$ cat src/hdl/hbs_regs.svh
// register offsets, reset values and timing counts of the holding brake sequencer
// assumes a 25 MHz aclk and a 32-bit axi4-lite register bus
`ifndef HBS_REGS_SVH
`define HBS_REGS_SVH
`define HBS_OFF_CMD_DELAY     12'h000
`define HBS_OFF_ZERO_SPEED    12'h004
`define HBS_OFF_POWER_HOLD    12'h008
`define HBS_OFF_MAX_WAIT      12'h00C
`define HBS_OFF_CONTROL       12'h010
`define HBS_OFF_STATUS        12'h014
`define HBS_RST_CMD_DELAY     16'h00FA
`define HBS_RST_ZERO_SPEED    16'h001E
`define HBS_RST_POWER_HOLD    16'h0096
`define HBS_RST_MAX_WAIT      16'h01F4
`define HBS_RST_CONTROL       1'b0
`define HBS_STATIC_SPEED_RPM  16'h0014
`define HBS_DYN_HOLD_MS       16'h0032
`define HBS_CLK_HZ            25000000
`define HBS_TICK_MS           1
`define HBS_TICK_CYCLES       ((`HBS_CLK_HZ / 1000) * `HBS_TICK_MS)
`define HBS_CTL_BRAKE_MAP_BIT 0
`endif

$ cat src/hdl/hbs_pkg.sv
// types shared by the holding brake sequencer
// assumes hbs_regs.svh provides the numeric constants
package hbs_pkg;
  typedef enum logic [4:0] {
    HBS_ST_OFF      = 5'b0_0001,
    HBS_ST_RUN      = 5'b0_0010,
    HBS_ST_DYN_WAIT = 5'b0_0100,
    HBS_ST_HOLD     = 5'b0_1000,
    HBS_ST_DONE     = 5'b1_0000
  } hbs_state_e;

  typedef struct packed {
    logic brake_release;
    logic motor_power;
    logic cmd_accept;
  } hbs_drive_s;
endpackage : hbs_pkg

$ cat src/hdl/hbs_top.sv
// holding brake sequencer: enable-driven brake, power and command gating, axi4-lite registers
// assumes servo_enable_in is asynchronous; speed comes from same-clock logic
`timescale 1ns/100ps
`include "hbs_regs.svh"
module hbs_top (
  input  wire logic        aclk,
  input  wire logic        aresetn,
  input  wire logic [11:0] s_axi_awaddr,
  input  wire logic        s_axi_awvalid,
  output wire logic        s_axi_awready,
  input  wire logic [31:0] s_axi_wdata,
  input  wire logic [3:0]  s_axi_wstrb,
  input  wire logic        s_axi_wvalid,
  output wire logic        s_axi_wready,
  output wire logic [1:0]  s_axi_bresp,
  output wire logic        s_axi_bvalid,
  input  wire logic        s_axi_bready,
  input  wire logic [11:0] s_axi_araddr,
  input  wire logic        s_axi_arvalid,
  output wire logic        s_axi_arready,
  output wire logic [31:0] s_axi_rdata,
  output wire logic [1:0]  s_axi_rresp,
  output wire logic        s_axi_rvalid,
  input  wire logic        s_axi_rready,
  input  wire logic        servo_enable_in,
  input  wire logic [15:0] filtered_motor_speed,
  input  wire logic        motion_cmd_valid_in,
  output wire logic        motion_cmd_valid_out,
  output wire logic        cmd_accept_out,
  output wire logic        motor_power_out,
  output wire logic        brake_release_out_n
);
  function automatic logic [15:0] hbs_wmerge(input logic [15:0] old, input logic [31:0] d, input logic [3:0] s);
    hbs_wmerge = {s[1] ? d[15:8] : old[15:8], s[0] ? d[7:0] : old[7:0]};
  endfunction : hbs_wmerge

  logic [15:0] cmd_delay_reg;
  logic [15:0] zero_speed_reg;
  logic [15:0] power_hold_reg;
  logic [15:0] max_wait_reg;
  logic        brake_map_reg;
  logic [11:0] awaddr_reg;
  logic        aw_have_reg;
  logic [31:0] wdata_reg;
  logic [3:0]  wstrb_reg;
  logic        w_have_reg;
  logic        bvalid_reg;
  logic [1:0]  bresp_reg;
  logic        rvalid_reg;
  logic [31:0] rdata_reg;
  logic [1:0]  rresp_reg;
  logic        en_s1_reg;
  logic        en_s2_reg;
  logic        en_d_reg;
  logic [14:0] tick_cnt_reg;
  logic [15:0] ms_cnt_reg;
  logic        accept_reg;
  logic        use_static_reg;
  hbs_pkg::hbs_state_e state_reg;
  hbs_pkg::hbs_state_e state_next;
  hbs_pkg::hbs_drive_s drive_reg;
  hbs_pkg::hbs_drive_s drive_next;

  // write channel: address and data taken in either order, response once both held
  wire do_write = aw_have_reg && w_have_reg && !bvalid_reg;
  assign s_axi_awready = !aw_have_reg && !bvalid_reg;
  assign s_axi_wready  = !w_have_reg && !bvalid_reg;
  assign s_axi_bvalid  = bvalid_reg;
  assign s_axi_bresp   = bresp_reg;
  wire [11:0] wa = awaddr_reg & 12'hFFC;
  wire wr_cmd   = do_write && (wa == `HBS_OFF_CMD_DELAY);
  wire wr_zero  = do_write && (wa == `HBS_OFF_ZERO_SPEED);
  wire wr_hold  = do_write && (wa == `HBS_OFF_POWER_HOLD);
  wire wr_wait  = do_write && (wa == `HBS_OFF_MAX_WAIT);
  wire wr_ctl   = do_write && (wa == `HBS_OFF_CONTROL);
  wire wr_known = wr_cmd || wr_zero || wr_hold || wr_wait || wr_ctl || (wa == `HBS_OFF_STATUS);

  assign s_axi_arready = !rvalid_reg;
  assign s_axi_rvalid  = rvalid_reg;
  assign s_axi_rdata   = rdata_reg;
  assign s_axi_rresp   = rresp_reg;
  wire [11:0] ra = s_axi_araddr & 12'hFFC;
  wire do_read = s_axi_arvalid && !rvalid_reg;
  wire [31:0] status_word = {24'h0000_00, 3'b000, state_reg == hbs_pkg::HBS_ST_DYN_WAIT,
                             use_static_reg, drive_reg.cmd_accept, drive_reg.motor_power,
                             drive_reg.brake_release};
  wire rd_known = (ra == `HBS_OFF_CMD_DELAY) || (ra == `HBS_OFF_ZERO_SPEED) || (ra == `HBS_OFF_POWER_HOLD) ||
                  (ra == `HBS_OFF_MAX_WAIT) || (ra == `HBS_OFF_CONTROL) || (ra == `HBS_OFF_STATUS);
  wire [31:0] rd_word = (ra == `HBS_OFF_CMD_DELAY)  ? {16'h0000, cmd_delay_reg}  :
                        (ra == `HBS_OFF_ZERO_SPEED) ? {16'h0000, zero_speed_reg} :
                        (ra == `HBS_OFF_POWER_HOLD) ? {16'h0000, power_hold_reg} :
                        (ra == `HBS_OFF_MAX_WAIT)   ? {16'h0000, max_wait_reg}   :
                        (ra == `HBS_OFF_CONTROL)    ? {31'h0000_0000, brake_map_reg} :
                        (ra == `HBS_OFF_STATUS)     ? status_word : 32'h0000_0000;

  always_ff @(posedge aclk) begin
    if (!aresetn) begin
      aw_have_reg <= 1'b0;
      w_have_reg  <= 1'b0;
      awaddr_reg  <= 12'h000;
      wdata_reg   <= 32'h0000_0000;
      wstrb_reg   <= 4'h0;
      bvalid_reg  <= 1'b0;
      bresp_reg   <= 2'b00;
    end else begin
      if (s_axi_awvalid && s_axi_awready) begin
        aw_have_reg <= 1'b1;
        awaddr_reg  <= s_axi_awaddr;
      end
      if (s_axi_wvalid && s_axi_wready) begin
        w_have_reg <= 1'b1;
        wdata_reg  <= s_axi_wdata;
        wstrb_reg  <= s_axi_wstrb;
      end
      if (do_write) begin
        bvalid_reg  <= 1'b1;
        bresp_reg   <= wr_known ? 2'b00 : 2'b10;
        aw_have_reg <= 1'b0;
        w_have_reg  <= 1'b0;
      end else if (bvalid_reg && s_axi_bready) begin
        bvalid_reg <= 1'b0;
      end
    end
  end

  always_ff @(posedge aclk) begin
    if (!aresetn) begin
      rvalid_reg <= 1'b0;
      rdata_reg  <= 32'h0000_0000;
      rresp_reg  <= 2'b00;
    end else if (do_read) begin
      rvalid_reg <= 1'b1;
      rdata_reg  <= rd_word;
      rresp_reg  <= rd_known ? 2'b00 : 2'b10;
    end else if (rvalid_reg && s_axi_rready) begin
      rvalid_reg <= 1'b0;
    end
  end

  // parameters take effect immediately, also mid-sequence
  always_ff @(posedge aclk) begin
    if (!aresetn) begin
      cmd_delay_reg  <= `HBS_RST_CMD_DELAY;
      zero_speed_reg <= `HBS_RST_ZERO_SPEED;
      power_hold_reg <= `HBS_RST_POWER_HOLD;
      max_wait_reg   <= `HBS_RST_MAX_WAIT;
      brake_map_reg  <= `HBS_RST_CONTROL;
    end else begin
      if (wr_cmd)
        cmd_delay_reg <= hbs_wmerge(cmd_delay_reg, wdata_reg, wstrb_reg) & 16'h7FFF;
      if (wr_zero)
        zero_speed_reg <= hbs_wmerge(zero_speed_reg, wdata_reg, wstrb_reg) & 16'h7FFF;
      if (wr_hold)
        power_hold_reg <= hbs_wmerge(power_hold_reg, wdata_reg, wstrb_reg) & 16'h7FFF;
      if (wr_wait)
        max_wait_reg <= hbs_wmerge(max_wait_reg, wdata_reg, wstrb_reg) & 16'h7FFF;
      if (wr_ctl && wstrb_reg[0])
        brake_map_reg <= wdata_reg[`HBS_CTL_BRAKE_MAP_BIT];
    end
  end

  // enable pin crosses in through two flops
  always_ff @(posedge aclk) begin
    if (!aresetn) begin
      en_s1_reg <= 1'b0;
      en_s2_reg <= 1'b0;
      en_d_reg  <= 1'b0;
    end else begin
      en_s1_reg <= servo_enable_in;
      en_s2_reg <= en_s1_reg;
      en_d_reg  <= en_s2_reg;
    end
  end
  wire en_rise = en_s2_reg && !en_d_reg;
  wire en_fall = !en_s2_reg && en_d_reg;

  // millisecond timebase and elapsed-ms counter, restarted on every edge and on hold entry
  wire tick     = (tick_cnt_reg == 15'(`HBS_TICK_CYCLES - 1));
  wire restart  = en_rise || en_fall || (state_reg == hbs_pkg::HBS_ST_DYN_WAIT && state_next == hbs_pkg::HBS_ST_HOLD);
  always_ff @(posedge aclk) begin
    if (!aresetn || restart) begin
      tick_cnt_reg <= 15'h0000;
      ms_cnt_reg   <= 16'h0000;
    end else begin
      tick_cnt_reg <= tick ? 15'h0000 : tick_cnt_reg + 15'h0001;
      if (tick && ms_cnt_reg != 16'hFFFF)
        ms_cnt_reg <= ms_cnt_reg + 16'h0001;
    end
  end

  wire speed_low  = filtered_motor_speed < `HBS_STATIC_SPEED_RPM;
  wire dyn_lock   = (filtered_motor_speed < zero_speed_reg) || (ms_cnt_reg > max_wait_reg);
  wire [15:0] hold_ms = use_static_reg ? power_hold_reg : `HBS_DYN_HOLD_MS;
  wire hold_done  = ms_cnt_reg >= hold_ms;

  always_comb begin
    state_next = state_reg;
    drive_next = drive_reg;
    case (state_reg)
      hbs_pkg::HBS_ST_OFF, hbs_pkg::HBS_ST_DONE: begin
        drive_next = '0;
        if (en_rise) begin
          state_next = hbs_pkg::HBS_ST_RUN;
          drive_next.motor_power   = 1'b1;
          drive_next.brake_release = brake_map_reg;
        end
      end
      hbs_pkg::HBS_ST_RUN: begin
        drive_next.cmd_accept = drive_reg.cmd_accept || (ms_cnt_reg >= cmd_delay_reg);
        if (en_fall) begin
          drive_next.cmd_accept = 1'b0;
          if (speed_low || !brake_map_reg) begin
            state_next = hbs_pkg::HBS_ST_HOLD;
            drive_next.brake_release = 1'b0;
          end else begin
            state_next = hbs_pkg::HBS_ST_DYN_WAIT;
          end
        end
      end
      hbs_pkg::HBS_ST_DYN_WAIT: begin
        if (dyn_lock) begin
          state_next = hbs_pkg::HBS_ST_HOLD;
          drive_next.brake_release = 1'b0;
        end
      end
      hbs_pkg::HBS_ST_HOLD: begin
        if (hold_done) begin
          state_next = hbs_pkg::HBS_ST_DONE;
          drive_next.motor_power = 1'b0;
        end
      end
      default: begin
        state_next = hbs_pkg::HBS_ST_OFF;
        drive_next = '0;
      end
    endcase
  end

  always_ff @(posedge aclk) begin
    if (!aresetn) begin
      state_reg      <= hbs_pkg::HBS_ST_OFF;
      drive_reg      <= '0;
      use_static_reg <= 1'b0;
      accept_reg     <= 1'b0;
    end else begin
      state_reg  <= state_next;
      drive_reg  <= drive_next;
      accept_reg <= drive_next.cmd_accept;
      if (en_fall)
        use_static_reg <= speed_low || !brake_map_reg;
    end
  end

  // commands arriving during the accept delay are dropped, not queued
  assign motion_cmd_valid_out = motion_cmd_valid_in && accept_reg;
  assign cmd_accept_out       = accept_reg;
  assign motor_power_out      = drive_reg.motor_power;
  // fixed low-active drive: a high-active pin would release during power-up
  assign brake_release_out_n  = !drive_reg.brake_release;
endmodule : hbs_top

$ cat config.mk
export PLATFORM = sky130hd
export DESIGN_NAME = hbs_top
export DESIGN_NICKNAME = d
export VERILOG_FILES = /design/src/hdl/hbs_pkg.sv /design/src/hdl/hbs_top.sv
export VERILOG_INCLUDE_DIRS = /design/src /design/src/hdl
export SDC_FILE = /design/constraint.sdc
export NUM_CORES = 1
export LEC_CHECK = 0
export BUFFER_PORTS_ARGS = -buffer_cell sky130_fd_sc_hd__buf_2
export CORE_AREA = 2 2 156 158
export CTS_CLUSTER_DIAMETER = 60
export DETAILED_ROUTE_END_ITERATION = 8
export DIE_AREA = 0 0 158 160
export SETUP_SLACK_MARGIN = 0.4
export SKIP_CTS_REPAIR_TIMING = 1
export SLEW_MARGIN = 20
export SYNTH_ARGS = -nofsm -noshare
export SYNTH_HDL_FRONTEND = slang
export SYNTH_SLANG_ARGS = --single-unit
$ cat constraint.sdc
create_clock -name aclk -period 2.7 [get_ports aclk]
set_clock_uncertainty 0.15 [all_clocks]
set_input_delay 0.81 -clock aclk [delete_from_list [all_inputs] [get_ports aclk]]
set_output_delay 0.81 -clock aclk [all_outputs]
set_load 0.02 [all_outputs]
==> run_results.csv <==
group,metric,value,unit
route,drtPass1Iterations,6,
die,die_h,160,microns
clocking,cts.clk_slew.worst_paths,0.07,ns
synthesis,yosysTopAreaCell,"dfxtp_1",
global_routing,antenna_found_initial,0,
synthesis,yosys.cell_types.count,59,
placed_design,hpwl,16.1,mm
worst_setup_path,crit_arrival,2.73,ns
cells_and_area,layout_commonest_cell,"nand2_1",
synthesis,synth_edf_count,0,
clocking,root_buffer,"clkbuf_16",
clocking,cts_sinks,152,
die,start_util,0.343,
worst_setup_path,path_class,"register to register",
worst_setup_path,worstPathMaxFanout,5,
pwr,p_leak,4.22,nW
route,post_drt_wl_per_cell,15.3,microns
pwr,ir_drop,0.387,mV
die,num_rows,57,
clocking,cts_max_level,4,
cells_and_area,largest_reg_flops,16,
sta,timing_hold_violations_final,0,
clocking,numCtsBuffers,17,
cells_and_area,drive_above_1_share,0.261,
pwr,p_total,5.44,mW
die,core-area,23800,sq um
sta,rsz0062_at_grt,"yes",
clocking,cts_tree,"done",
die,dieArea,25300,sq um
synthesis,yosysWarnings,0,
synthesis,synth_area,8170,sq um
global_routing,grt_pass1_vias,6647,
placed_design,dp.cells,1399,
sta,max_freq,0.391,GHz
sta,timing.slew.headroom,0.546,
sta,drv_slew,0,
worst_setup_path,crit_path_max_incr_delay,0.56,ns
die,ios,130,
synthesis,ys_seq_area_frac,0.372,
worst_setup_path,cp-start-kind,"register",
route,vias,7088,
worst_setup_path,crit_path_cell_trace,"or4_1 -> or4_4 -> o21ba_4 -> and3_4 -> and4_4 -> xnor2_2 -> nor2_2",
synthesis,syn_area_per_cell,8.47,sq um
pwr,power.density,513,nW/um^2
route,first_iter_violations,340,
cells_and_area,nFillCells,2353,
route,drcViolationCount,0,
worst_setup_path,critPathSlowestCell,"or4_4",
flow_run,drv_cap,0,
sta,fin_crit_sh,0.946,
cells_and_area,diodes,0,
worst_setup_path,crit_path_end_kind,"register",
worst_setup_path,crit_required,2.88,ns
route,avgViaCountPerCell,4.91,
synthesis,synthArstFlopShare,0,
clocking,clock_latency,0.43,ns
synthesis,synth_seq_cells,152,
sta,worstMarginPinSlew,0.679,ns
global_routing,grt_start_max_net_pins,119,
sta,finalCriticalPeriod,2.55,ns
synthesis,synth_flop_cell,"dfxtp_1",
synthesis,synth_top_area_share,0.372,
cells_and_area,final_cell_mix,"170 x nand2_1, 142 x dfxtp_1, 82 x buf_2",
route,postRouteAntennaNets,0,
sta,holdWs,0.285,ns
die,die_x,158,microns
placed_design,gp_congestion,0.884,
cells_and_area,area_growth,29.9,%
min_path,holdCritPathClass,"register to register",
route,wirelength,22.1,mm
global_routing,overflow,0,
global_routing,grt_pass1_wl,34.3,mm
placed_design,port_buffers,87,
cells_and_area,final_cells,1443,
status,status,"complete, no violations",
global_routing,grt_usage,0.173,
synthesis,syn_inst,965,
clocking,cts_buffer_depth,2,
synthesis,synth.top_cells.by_area,"dfxtp_1 37%, ha_1 9.6%, nand2_1 8.0%",
sta,finalSetupViolCount,0,
cells_and_area,fin_nets,1254,
==> power breakdown <==
part           total [mW]  switching, mW  internal (mW)
clock network        2.57           1.08           1.50
registers            2.36         0.0604           2.30
logic               0.505          0.287          0.218
==> cell families after synthesis <==
family	share of synthesized area
buffers and inverters	0.0588
and+or+nand+nor	0.230
DFF	0.372
AOI/OAI and AO/OA	0.146
muxes	0.0645
adders and majority gates	0.0965
xor gates and xnor gates	0.0311
other	0.000459
==> synth_stat cells (2+ instances only) <==
cell	number
nand3_1	30
buf_1	2
o21a_1	3
nor3_1	11
ha_1	63
or3_1	7
nor2_2	3
clkbuf_1	35
mux2i_1	29
nor4_1	8
nor2_1	72
and4_1	2
a2111oi_0	3
o211ai_1	19
nor2b_1	39
a21o_1	9
o21ai_0	27
nand4_1	12
mux4_2	10
nand2b_1	5
a211oi_1	10
a31oi_1	4
nor3b_1	3
inv_1	50
a32oi_1	3
dfxtp_1	152
xnor2_1	17
xor2_1	12
nand2_1	175
and2_1	10
a21oi_1	31
nand4b_1	4
buf_4	19
and3_1	7
a21boi_0	52
a22oi_1	4
==> worst paths after layout <==
| check | start | slack [ns] | to | cells after the start |
|---|---|---|---|---|
| worst min-delay path | en_s1_reg$_SDFF_PN0_ | 0.28 | en_s2_reg$_SDFF_PN0_ | 1 |
| worst max-delay path | tick_cnt_reg[10]$_SDFF_PP0_ | 0.15 | ms_cnt_reg[12]$_SDFFE_PP0P_ | 7 |
| worst max register to register | tick_cnt_reg[10]$_SDFF_PP0_ | 0.15 | ms_cnt_reg[12]$_SDFFE_PP0P_ | 7 |
| worst min register to register | en_s1_reg$_SDFF_PN0_ | 0.28 | en_s2_reg$_SDFF_PN0_ | 1 |
==> worst max-delay path, delay by kind of cell, from the launching register on <==
| family | cells | cell delay, ns |
|---|---|---|
| AND/OR/NAND/NOR | 5 | 1.60 |
| flip-flops | 1 | 0.33 |
| AO/OA/AOI/OAI | 1 | 0.28 |
| XOR/XNOR | 1 | 0.11 |
==> cell type report <==
cell class	count	area [sq um]	share of cell area
clock buffers	17	425	0.0401
clock inverters	15	206	0.0195
inverters	50	188	0.0177
multi-input cells	724	5220	0.492
flip-flops and latches	152	3060	0.288
well taps	324	405	0.0382
repair buffers	161	1110	0.104
==> layer usage <==
metal,wire length (microns),vias up,global-route usage
li1,-,3581,-
met1,10500,3324,0.234
met2,10100,155,0.277
met3,878,28,0.0326
met4,540,0,0.0553
met5,0,-,0
==> through the flow <==
step	util	worst slack, ns	area (sq um)	TNS [ns]
floorplan	-	0.0835	8340	0
global placement	0.393	-0.341	9350	-9.93
detailed placement	0.393	-0.367	9350	-10.74
CTS	0.419	-0.236	9980	-5.93
global route	0.446	0.0995	10600	0
finish	0.446	0.145	10600	0
Power figures use the tool's default switching activity.
